[src/logic/cgb_defines.svh]
// Register offsets, field positions and reset values of the clock gate bank
`ifndef CGB_DEFINES_SVH
`define CGB_DEFINES_SVH

`define CGB_OFF_SYS_EN       8'h00
`define CGB_OFF_SYS_DIS      8'h04
`define CGB_OFF_SYS_STATE    8'h08
`define CGB_OFF_PER_EN       8'h10
`define CGB_OFF_PER_DIS      8'h14
`define CGB_OFF_PER_STATE    8'h18
`define CGB_OFF_OSC_CTRL     8'h20
`define CGB_OFF_MAIN_FREQ    8'h24
`define CGB_OFF_PLL_CTRL     8'h2c
`define CGB_OFF_MCLK_SEL     8'h30
`define CGB_OFF_PCLK0_CFG    8'h40
`define CGB_OFF_PCLK1_CFG    8'h44
`define CGB_OFF_IRQ_SET      8'h60
`define CGB_OFF_IRQ_CLR      8'h64
`define CGB_OFF_PWR_STATUS   8'h68
`define CGB_OFF_IRQ_MASK     8'h6c

`define CGB_CPU_CLOCK_BIT    0
`define CGB_USB_PORT_BIT     7
`define CGB_PROG_CLK_LO      8
`define CGB_PROG_CLK_HI      10
`define CGB_PER_LO           2

`define CGB_SYS_MASK         32'h0000_0781
`define CGB_SYS_RESET        32'h0000_0001
`define CGB_PER_MASK         32'hffff_fffc
`define CGB_PER_RESET        32'h0000_0000
`define CGB_PLL_RESET        32'h0000_3f00
`define CGB_PWR_STAT_RESET   32'h0000_0008

`endif

[src/logic/cgb_pkg.sv]
// Types shared by the clock gate bank
package cgb_pkg;
  typedef enum logic [1:0] {
    CGB_IDLE,
    CGB_ANSWER
  } cgb_bus_state_t;
endpackage

[src/logic/cgb_clock_gate_bank.sv]
// Clock gate enable bank with power manager register map over Avalon-MM
// Function
// - Writing one to enable bit 0 starts the processor clock; zero changes nothing.
// - Writing one to disable bit 0 stops the processor clock, entering idle.
// - Writing one to enable bit 7 starts the 48 MHz USB port clock.
// - Writing one to disable bit 7 stops the 48 MHz USB port clock.
// - Ones in enable bits 8 to 10 turn on programmable clock outputs.
// - Ones in disable bits 8 to 10 turn off programmable clock outputs.
// - System state bit 0 shows the processor clock; reset value is 0x01.
// - System state bit 7 shows whether the USB port clock is enabled.
// - System state bits 8 to 10 show programmable clock output enables.
// - Ones in peripheral enable bits 2 to 31 start those clocks; 0,1 absent.
// - Ones in peripheral disable bits 2 to 31 stop those clocks.
// - Bits of absent peripherals never alter any behaviour of the block.
// - System enable, disable, state sit at 0x00, 0x04, 0x08; WO, WO, RO.
// - Peripheral enable, disable, state sit at 0x10, 0x14, 0x18; state resets 0.
// - Each implemented peripheral state bit reads its clock's enable.
//
// The implementer's own choice: the Avalon-MM interface to the registers.
`timescale 1ns/1ps
`include "cgb_defines.svh"

module cgb_clock_gate_bank
  import cgb_pkg::*;
#(
  parameter logic [31:0] PER_PRESENT = 32'hffff_fffc
)
(
  input  wire logic        core_clk_in,
  input  wire logic        nrst_in,
  input  wire logic [7:0]  avs_address_in,
  input  wire logic        avs_read_in,
  input  wire logic        avs_write_in,
  input  wire logic [31:0] avs_writedata_in,
  input  wire logic [3:0]  avs_byteenable_in,
  output logic [31:0]      avs_readdata_out,
  output logic             avs_waitrequest_out,
  output logic             cpu_clock_en_out,
  output logic             usb_port_clock_en_out,
  output logic [2:0]       prog_clock_en_out,
  output logic [31:0]      periph_clock_en_out,
  output logic [31:0]      mclk_sel_out,
  output logic [31:0]      pclk0_cfg_out,
  output logic [31:0]      pclk1_cfg_out,
  output logic [31:0]      osc_ctrl_out,
  output logic [31:0]      pll_ctrl_out
);

  cgb_bus_state_t bus_state_reg;
  logic [31:0]    sys_state_reg;
  logic [31:0]    per_state_reg;
  logic [31:0]    osc_ctrl_reg;
  logic [31:0]    pll_ctrl_reg;
  logic [31:0]    mclk_sel_reg;
  logic [31:0]    pclk0_reg;
  logic [31:0]    pclk1_reg;
  logic [31:0]    irq_mask_reg;
  logic [31:0]    readdata_reg;
  logic [31:0]    readdata_next;
  logic [31:0]    wmask;
  logic [31:0]    wdata;
  logic           wr_take;
  logic           rd_take;
  logic           wr_reserved;

  // Byte enables turned into a bit mask
  function automatic logic [31:0] lane_mask(input logic [3:0] be);
    lane_mask = {{8{be[3]}}, {8{be[2]}}, {8{be[1]}}, {8{be[0]}}};
  endfunction

  // Masked read-modify-write for plain read/write registers
  function automatic logic [31:0] merge(input logic [31:0] old_v, input logic [31:0] new_v,
                                        input logic [31:0] m);
    merge = (old_v & ~m) | (new_v & m);
  endfunction

  // Offsets that accept writes; all others are reserved or read-only
  function automatic logic writable_offset(input logic [7:0] a);
    unique case (a)
      `CGB_OFF_SYS_EN, `CGB_OFF_SYS_DIS, `CGB_OFF_PER_EN, `CGB_OFF_PER_DIS:
        writable_offset = 1'h1;
      `CGB_OFF_OSC_CTRL, `CGB_OFF_PLL_CTRL, `CGB_OFF_MCLK_SEL:
        writable_offset = 1'h1;
      `CGB_OFF_PCLK0_CFG, `CGB_OFF_PCLK1_CFG, `CGB_OFF_IRQ_SET, `CGB_OFF_IRQ_CLR:
        writable_offset = 1'h1;
      default:
        writable_offset = 1'h0;
    endcase
  endfunction

  // Requests are taken in the idle state and answered one cycle later
  assign wr_take = avs_write_in && (bus_state_reg == CGB_IDLE);
  assign rd_take = avs_read_in && (bus_state_reg == CGB_IDLE);
  assign wmask   = lane_mask(avs_byteenable_in);
  assign wdata   = avs_writedata_in & wmask;
  assign wr_reserved = wr_take && !writable_offset(avs_address_in);

  // Bus handshake: waitrequest high except in the answer cycle
  // Answer goes straight back to idle, which takes the next request; a request still held at the
  // answer edge is never taken a second time, since the answer state takes nothing
  always_ff @(posedge core_clk_in or negedge nrst_in)
  begin
    if (!nrst_in)
    begin
      bus_state_reg       <= CGB_IDLE;
      avs_waitrequest_out <= 1'b1;
    end
    else
    begin
      unique case (bus_state_reg)
        CGB_IDLE:
        begin
          if (wr_take || rd_take)
          begin
            bus_state_reg       <= CGB_ANSWER;
            avs_waitrequest_out <= 1'b0;
          end
        end
        CGB_ANSWER:
        begin
          bus_state_reg       <= CGB_IDLE;
          avs_waitrequest_out <= 1'b1;
        end
      endcase
    end
  end

  // System clock gates, set and clear by separate write-only registers
  // One write per cycle, so a set and a clear never meet
  always_ff @(posedge core_clk_in or negedge nrst_in)
  begin
    if (!nrst_in)
      sys_state_reg <= `CGB_SYS_RESET;
    else if (wr_take && avs_address_in == `CGB_OFF_SYS_EN)
      sys_state_reg <= sys_state_reg | (wdata & `CGB_SYS_MASK);
    else if (wr_take && avs_address_in == `CGB_OFF_SYS_DIS)
      sys_state_reg <= sys_state_reg & ~(wdata & `CGB_SYS_MASK);
  end

  // Peripheral clock gates; absent identifiers are masked away
  // PER_PRESENT marks the identifiers that exist in this build
  always_ff @(posedge core_clk_in or negedge nrst_in)
  begin
    if (!nrst_in)
      per_state_reg <= `CGB_PER_RESET;
    else if (wr_take && avs_address_in == `CGB_OFF_PER_EN)
      per_state_reg <= per_state_reg | (wdata & `CGB_PER_MASK & PER_PRESENT);
    else if (wr_take && avs_address_in == `CGB_OFF_PER_DIS)
      per_state_reg <= per_state_reg & ~(wdata & `CGB_PER_MASK & PER_PRESENT);
  end

  // Mapped configuration registers, stored for the neighbouring blocks; the interrupt mask is only read back
  always_ff @(posedge core_clk_in or negedge nrst_in)
  begin
    if (!nrst_in)
    begin
      osc_ctrl_reg <= '0;
      pll_ctrl_reg <= `CGB_PLL_RESET;
      mclk_sel_reg <= '0;
      pclk0_reg    <= '0;
      pclk1_reg    <= '0;
      irq_mask_reg <= '0;
    end
    else if (wr_take)
    begin
      unique case (avs_address_in)
        `CGB_OFF_OSC_CTRL:  osc_ctrl_reg <= merge(osc_ctrl_reg, avs_writedata_in, wmask);
        `CGB_OFF_PLL_CTRL:  pll_ctrl_reg <= merge(pll_ctrl_reg, avs_writedata_in, wmask);
        `CGB_OFF_MCLK_SEL:  mclk_sel_reg <= merge(mclk_sel_reg, avs_writedata_in, wmask);
        `CGB_OFF_PCLK0_CFG: pclk0_reg    <= merge(pclk0_reg, avs_writedata_in, wmask);
        `CGB_OFF_PCLK1_CFG: pclk1_reg    <= merge(pclk1_reg, avs_writedata_in, wmask);
        `CGB_OFF_IRQ_SET:   irq_mask_reg <= irq_mask_reg | wdata;
        `CGB_OFF_IRQ_CLR:   irq_mask_reg <= irq_mask_reg & ~wdata;
        default:            irq_mask_reg <= irq_mask_reg;
      endcase
    end
  end

  // Read decode
  always_comb
  begin
    readdata_next = '0;
    unique case (avs_address_in)
      `CGB_OFF_SYS_STATE:  readdata_next = sys_state_reg;
      `CGB_OFF_PER_STATE:  readdata_next = per_state_reg;
      `CGB_OFF_OSC_CTRL:   readdata_next = osc_ctrl_reg;
      `CGB_OFF_PLL_CTRL:   readdata_next = pll_ctrl_reg;
      `CGB_OFF_MCLK_SEL:   readdata_next = mclk_sel_reg;
      `CGB_OFF_PCLK0_CFG:  readdata_next = pclk0_reg;
      `CGB_OFF_PCLK1_CFG:  readdata_next = pclk1_reg;
      `CGB_OFF_PWR_STATUS: readdata_next = `CGB_PWR_STAT_RESET;
      `CGB_OFF_IRQ_MASK:   readdata_next = irq_mask_reg;
      default:             readdata_next = '0;
    endcase
  end

  // Read data register, valid in the answer cycle
  always_ff @(posedge core_clk_in or negedge nrst_in)
  begin
    if (!nrst_in)
      readdata_reg <= '0;
    else if (rd_take)
      readdata_reg <= readdata_next;
  end

  assign avs_readdata_out = readdata_reg;

  // Gate outputs, registered copies of the state
  // Extra stage keeps every output on a flop; gates move at the edge
  // that ends the answer cycle of the write
  always_ff @(posedge core_clk_in or negedge nrst_in)
  begin
    if (!nrst_in)
    begin
      cpu_clock_en_out      <= 1'b1;
      usb_port_clock_en_out <= 1'b0;
      prog_clock_en_out     <= '0;
      periph_clock_en_out   <= '0;
      mclk_sel_out          <= '0;
      pclk0_cfg_out         <= '0;
      pclk1_cfg_out         <= '0;
      osc_ctrl_out          <= '0;
      pll_ctrl_out          <= `CGB_PLL_RESET;
    end
    else
    begin
      cpu_clock_en_out      <= sys_state_reg[`CGB_CPU_CLOCK_BIT];
      usb_port_clock_en_out <= sys_state_reg[`CGB_USB_PORT_BIT];
      prog_clock_en_out     <= sys_state_reg[`CGB_PROG_CLK_HI:`CGB_PROG_CLK_LO];
      periph_clock_en_out   <= per_state_reg;
      mclk_sel_out          <= mclk_sel_reg;
      pclk0_cfg_out         <= pclk0_reg;
      pclk1_cfg_out         <= pclk1_reg;
      osc_ctrl_out          <= osc_ctrl_reg;
      pll_ctrl_out          <= pll_ctrl_reg;
    end
  end

  a_cpu_clk_on: assert property (@(posedge core_clk_in) disable iff (!nrst_in)
    wr_take && avs_address_in == `CGB_OFF_SYS_EN && wdata[0] |=> ##1 cpu_clock_en_out)
    else $error("processor clock not enabled");

  a_cpu_clk_off: assert property (@(posedge core_clk_in) disable iff (!nrst_in)
    wr_take && avs_address_in == `CGB_OFF_SYS_DIS && wdata[0] |=> ##1 !cpu_clock_en_out)
    else $error("processor clock not stopped");

  a_usb_clk_set: assert property (@(posedge core_clk_in) disable iff (!nrst_in)
    wr_take && avs_address_in == `CGB_OFF_SYS_EN && wdata[7] |=> sys_state_reg[7])
    else $error("usb clock not set");
  a_usb_clk_clr: assert property (@(posedge core_clk_in) disable iff (!nrst_in)
    wr_take && avs_address_in == `CGB_OFF_SYS_DIS && wdata[7] |=> !sys_state_reg[7])
    else $error("usb clock not cleared");

  a_prog_clk_set: assert property (@(posedge core_clk_in) disable iff (!nrst_in)
    wr_take && avs_address_in == `CGB_OFF_SYS_EN |=>
      (sys_state_reg[10:8] & $past(wdata[10:8])) == $past(wdata[10:8]))
    else $error("programmable clock not set");
  a_prog_clk_clr: assert property (@(posedge core_clk_in) disable iff (!nrst_in)
    wr_take && avs_address_in == `CGB_OFF_SYS_DIS |=> (sys_state_reg[10:8] & $past(wdata[10:8])) == 3'h0)
    else $error("programmable clock not cleared");

  a_sys_readback: assert property (@(posedge core_clk_in) disable iff (!nrst_in)
    rd_take && avs_address_in == `CGB_OFF_SYS_STATE |=> avs_readdata_out == $past(sys_state_reg))
    else $error("system state readback wrong");

  a_per_clk_set: assert property (@(posedge core_clk_in) disable iff (!nrst_in)
    wr_take && avs_address_in == `CGB_OFF_PER_EN |=> ##1
      (periph_clock_en_out & $past(wdata, 2) & PER_PRESENT & `CGB_PER_MASK) ==
      ($past(wdata, 2) & PER_PRESENT & `CGB_PER_MASK))
    else $error("peripheral clock not set");
  a_per_clk_clr: assert property (@(posedge core_clk_in) disable iff (!nrst_in)
    wr_take && avs_address_in == `CGB_OFF_PER_DIS |=> (per_state_reg & $past(wdata) & PER_PRESENT) == '0)
    else $error("peripheral clock not cleared");

  a_per_absent: assert property (@(posedge core_clk_in) disable iff (!nrst_in)
    (per_state_reg & ~(PER_PRESENT & `CGB_PER_MASK)) == '0)
    else $error("absent peripheral bit set");

  a_wo_reads_zero: assert property (@(posedge core_clk_in) disable iff (!nrst_in)
    rd_take && (avs_address_in == `CGB_OFF_SYS_EN || avs_address_in == `CGB_OFF_PER_DIS)
      |=> avs_readdata_out == '0)
    else $error("write-only register read nonzero");

  // one wait cycle, one answer cycle
  a_bus_answer: assert property (@(posedge core_clk_in) disable iff (!nrst_in)
    wr_take || rd_take |=> !avs_waitrequest_out)
    else $error("request not answered");
  a_bus_single: assert property (@(posedge core_clk_in) disable iff (!nrst_in)
    !avs_waitrequest_out |=> avs_waitrequest_out)
    else $error("answer held too long");

  a_rdata_hold: assert property (@(posedge core_clk_in) disable iff (!nrst_in)
    !rd_take |=> $stable(avs_readdata_out))
    else $error("read data changed without a read");

  a_per_readback: assert property (@(posedge core_clk_in) disable iff (!nrst_in)
    rd_take && avs_address_in == `CGB_OFF_PER_STATE |=> avs_readdata_out == $past(per_state_reg))
    else $error("peripheral state readback wrong");

  a_per_low_bits: assert property (@(posedge core_clk_in) disable iff (!nrst_in)
    periph_clock_en_out[1:0] == 2'h0)
    else $error("unimplemented peripheral gate on");

  a_sys_bits_legal: assert property (@(posedge core_clk_in) disable iff (!nrst_in)
    (sys_state_reg & ~`CGB_SYS_MASK) == '0)
    else $error("unimplemented system state bit set");

  a_reserved_wr_ignored: assert property (@(posedge core_clk_in) disable iff (!nrst_in)
    wr_reserved |=> $stable(sys_state_reg) && $stable(per_state_reg) && $stable(osc_ctrl_reg) &&
      $stable(pll_ctrl_reg) && $stable(mclk_sel_reg) && $stable(pclk0_reg) && $stable(pclk1_reg) &&
      $stable(irq_mask_reg))
    else $error("reserved write changed state");

  a_cpu_out_track: assert property (@(posedge core_clk_in) disable iff (!nrst_in)
    cpu_clock_en_out == $past(sys_state_reg[`CGB_CPU_CLOCK_BIT]))
    else $error("processor gate output stale");
  a_usb_out_track: assert property (@(posedge core_clk_in) disable iff (!nrst_in)
    usb_port_clock_en_out == $past(sys_state_reg[`CGB_USB_PORT_BIT]))
    else $error("usb gate output stale");
  a_prog_out_track: assert property (@(posedge core_clk_in) disable iff (!nrst_in)
    prog_clock_en_out == $past(sys_state_reg[`CGB_PROG_CLK_HI:`CGB_PROG_CLK_LO]))
    else $error("programmable gate output stale");
  a_per_out_track: assert property (@(posedge core_clk_in) disable iff (!nrst_in)
    periph_clock_en_out == $past(per_state_reg))
    else $error("peripheral gate output stale");

endmodule

[config.mk]
export PLATFORM = sky130hd
export DESIGN_NAME = cgb_clock_gate_bank
export DESIGN_NICKNAME = d
export VERILOG_FILES = /design/src/logic/cgb_pkg.sv /design/src/logic/cgb_clock_gate_bank.sv
export VERILOG_INCLUDE_DIRS = /design/src /design/src/logic
export SDC_FILE = /design/constraint.sdc
export NUM_CORES = 1
export LEC_CHECK = 0
export BUFFER_PORTS_ARGS = -buffer_cell sky130_fd_sc_hd__clkbuf_2
export CAP_MARGIN = 20
export CORE_MARGIN = 10
export CORE_UTILIZATION = 60
export DETAILED_ROUTE_END_ITERATION = 6
export PLACE_DENSITY_LB_ADDON = 0.2
export SETUP_SLACK_MARGIN = 0.5
export SKIP_CTS_REPAIR_TIMING = 1
export SLEW_MARGIN = 10
export SYNTH_ARGS = -nofsm -noshare
export SYNTH_HDL_FRONTEND = slang
export SYNTH_SLANG_ARGS = --single-unit
[constraint.sdc]
create_clock -name core_clk_in -period 3.75 [get_ports core_clk_in]
set_input_delay 0.1875 -clock core_clk_in [delete_from_list [all_inputs] [get_ports core_clk_in]]
set_output_delay 0.1875 -clock core_clk_in [all_outputs]
set_load 0.02 [all_outputs]
==> flow_metrics.env <==
export IMPL_violations="hold timing"
export IMPL_overflow=0
export IMPL_timing_final_max_slew_violations=0
export IMPL_utilization=0.730
export IMPL_syn_to_final_growth_pct=20.4
export IMPL_end_kind="flop"
export IMPL_leakage_nw=10.4
export IMPL_grt_total_usage=0.266
export IMPL_ys_warn_count=0
export IMPL_rsz0062_at_grt="false"
export IMPL_root_buffer="clkbuf_16"
export IMPL_rows=61
export IMPL_hold_ws_ns=-0.0365
export IMPL_power_total_w=0.0100
export IMPL_first_global_vias=11700
export IMPL_arrival_ns=2.79
export IMPL_die_w_um=187
export IMPL_die_h_um=187
export IMPL_syn_instance_count=1136
export IMPL_clk_pin_slew_ns=0.06
export IMPL_hp_class="input pin to flop"
export IMPL_finalHoldViolCount=7
export IMPL_ios=278
export IMPL_insertion_delay_ns=0.54
export IMPL_coreArea_um2=27600
export IMPL_nets=1466
export IMPL_htree_num_levels=2
export IMPL_met3_usage=0.0710
export IMPL_busiest_layer="met2"
export IMPL_wl_per_cell_um=25.8
export IMPL_outcome="finished, violations left"
export IMPL_grt_pass1_wl_mm=72.2
export IMPL_multi_input_area_um2=4890
export IMPL_path_max_fanout=16
export IMPL_synth_edf_count=0
export IMPL_drc=0
export IMPL_grt_max_degree=120
export IMPL_synth_cell_type_count=55
export IMPL_synth_yosys_seq_area_share=0.683
export IMPL_finalSetupTns_ns=0
export IMPL_via_per_inst=6.08
export IMPL_regArea_um2=11400
export IMPL_nFillCells=1834
export IMPL_avgSynthCellArea_um2=14.7
export IMPL_cts_tree="done"
export IMPL_use_met1=0.334
export IMPL_grt_use_met2=0.433
export IMPL_drive_above_1_share=0.365
export IMPL_initial_core_util=0.606
export IMPL_antenna_found_initial=1
export IMPL_numPortBuffers=275
export IMPL_critPathRequiredTime_ns=4.20
export IMPL_clock_skew_ns=0.00818
export IMPL_synth_ff_type="dfrtp_1"
export IMPL_antenna_left=0
export IMPL_syn_area_um2=16700
export IMPL_setup_viol=0
export IMPL_drt_iter0_drc=1072
export IMPL_clk_path_buf_depth=3
export IMPL_slew_headroom=0.274
export IMPL_dpl_hpwl_mm=30.1
export IMPL_p_per_area_nw_per_um2=498
export IMPL_start_kind="flop"
export IMPL_vias=11100
export IMPL_fin_crit_ns=2.35
export IMPL_tightest_slew_ns=1.09
export IMPL_synth_seq_cells=456
export IMPL_die_area_um2=35000
export IMPL_drtPass1Iterations=6
export IMPL_max_cap_violations=0
export IMPL_cts_sinks=456
export IMPL_clock_fmax_mhz=426
export IMPL_cts_buffers=44
export IMPL_gp_congestion=0.857
export IMPL_peakVddDrop_uv=349
export IMPL_drt_wl_total_mm=47.3
export IMPL_fin_crit_sh=0.626
export IMPL_path_class="flop to flop"
export IMPL_synth_async_reset_ratio=1.00
## synth_stat cells (all sizes together) (5+ instances only)
cell type | n | area [µm²]
a21oi | 48 | 240
a222oi | 27 | 270
a22o | 61 | 534
a22oi | 42 | 315
a31oi | 46 | 294
and2 | 15 | 93.8
and3 | 6 | 37.5
buf | 55 | 337
clkbuf | 31 | 118
dfrtp | 441 | 11000
dfstp | 15 | 394
mux2 | 174 | 1990
mux2i | 5 | 50.1
nand2 | 48 | 180
nand3 | 32 | 260
nor2 | 18 | 67.6
nor4b | 5 | 88.8
o21ai | 30 | 150
## cells by family after synthesis
kind of cell | Yosys count | synth area share
buffers and inverters | 90 | 0.0280
multiplexers | 179 | 0.122
XOR/XNOR | 1 | 0.000523
flip-flops | 456 | 0.683
AO/OA/AOI/OAI | 266 | 0.114
other | 1 | 0.000224
AND/OR/NAND/NOR | 143 | 0.0532
## stage by stage
step	setup WS (ns)	cells	cell area, µm²
CTS	1.38	1805	19900
detailed placement	0.939	1725	18400
global route	1.32	1831	20200
global placement	0.986	1725	18400
floorplan	1.91	1137	16700
finish	1.40	1831	20200
## worst paths after layout
kind / to / slack (ns) / cells past startpoint / start
setup / recovery: flop / 1.40 / 5 / bus_state_reg[0]$_DFFE_PN0P_
hold / removal: flop / -0.04 / 2 / avs_writedata_in[15]
setup reg to reg: flop / 1.40 / 5 / bus_state_reg[0]$_DFFE_PN0P_
hold reg to reg: pll_ctrl_out[11]$_DFF_PN1_ / 0.38 / 0 / flop
max in group asynchronous: asynchronous set/reset pin / 2.24 / 3 / nrst_in
min in group asynchronous: asynchronous set/reset pin / 0.33 / 2 / nrst_in
## layer usage
layer	wire length, µm	vias up
met2	22900	582
met4	1870	0
met1	18300	5681
li1	-	4751
met3	4180	111
met5	0	-
## layout make-up
| cell class | count | share of cell area |
|---|---|---|
| multi-input cells | 591 | 0.243 |
| clock inverters | 12 | 0.00708 |
| inverters | 4 | 0.000745 |
| clock buffers | 68 | 0.0666 |
| well taps | 378 | 0.0235 |
| diodes | 1 | 0.000124 |
| repair buffers | 321 | 0.0921 |
| flip-flops and latches | 456 | 0.567 |
## placed cells by master, fill, tap and decap left out, drive strengths merged, types with 2 or more instances in the layout
cell type and count:
nor2b 2, and3 6, and2 15, a22oi 42, mux2 174, inv 4
a22o 61, o211ai 3, or4b 2, dfstp 15, and4bb 2, bufinv 3
nor4 2, mux2i 5, a222oi 27, buf 22, clkinvlp 3, nand3 32
clkinv 6, dfrtp 441, dlygate4sd3 25, conb 2, nand2 48, a32oi 2
nor4b 5, a31oi 46, o21ai 30, nor3b 3, a21oi 48, nor3 3
clkbuf 342, nor2 18
## where the power goes
part / leakage, nW / switching (W) / internal [W]
Combinational: 3.43 / 0.000335 / 0.000134
Clock: 0.726 / 0.00181 / 0.00267
Sequential: 6.25 / 0.0000628 / 0.00502
Total: 10.4 / 0.00221 / 0.00782
## worst max-delay path, cell delays in order (launching register included)
cell and delay (ns):
dfrtp_1 0.41, nor2b_2 0.24, and3_1 0.63, and2_1 0.64, a21oi_1 0.14, a31oi_1 0.19
Power figures use the tool's default switching activity.
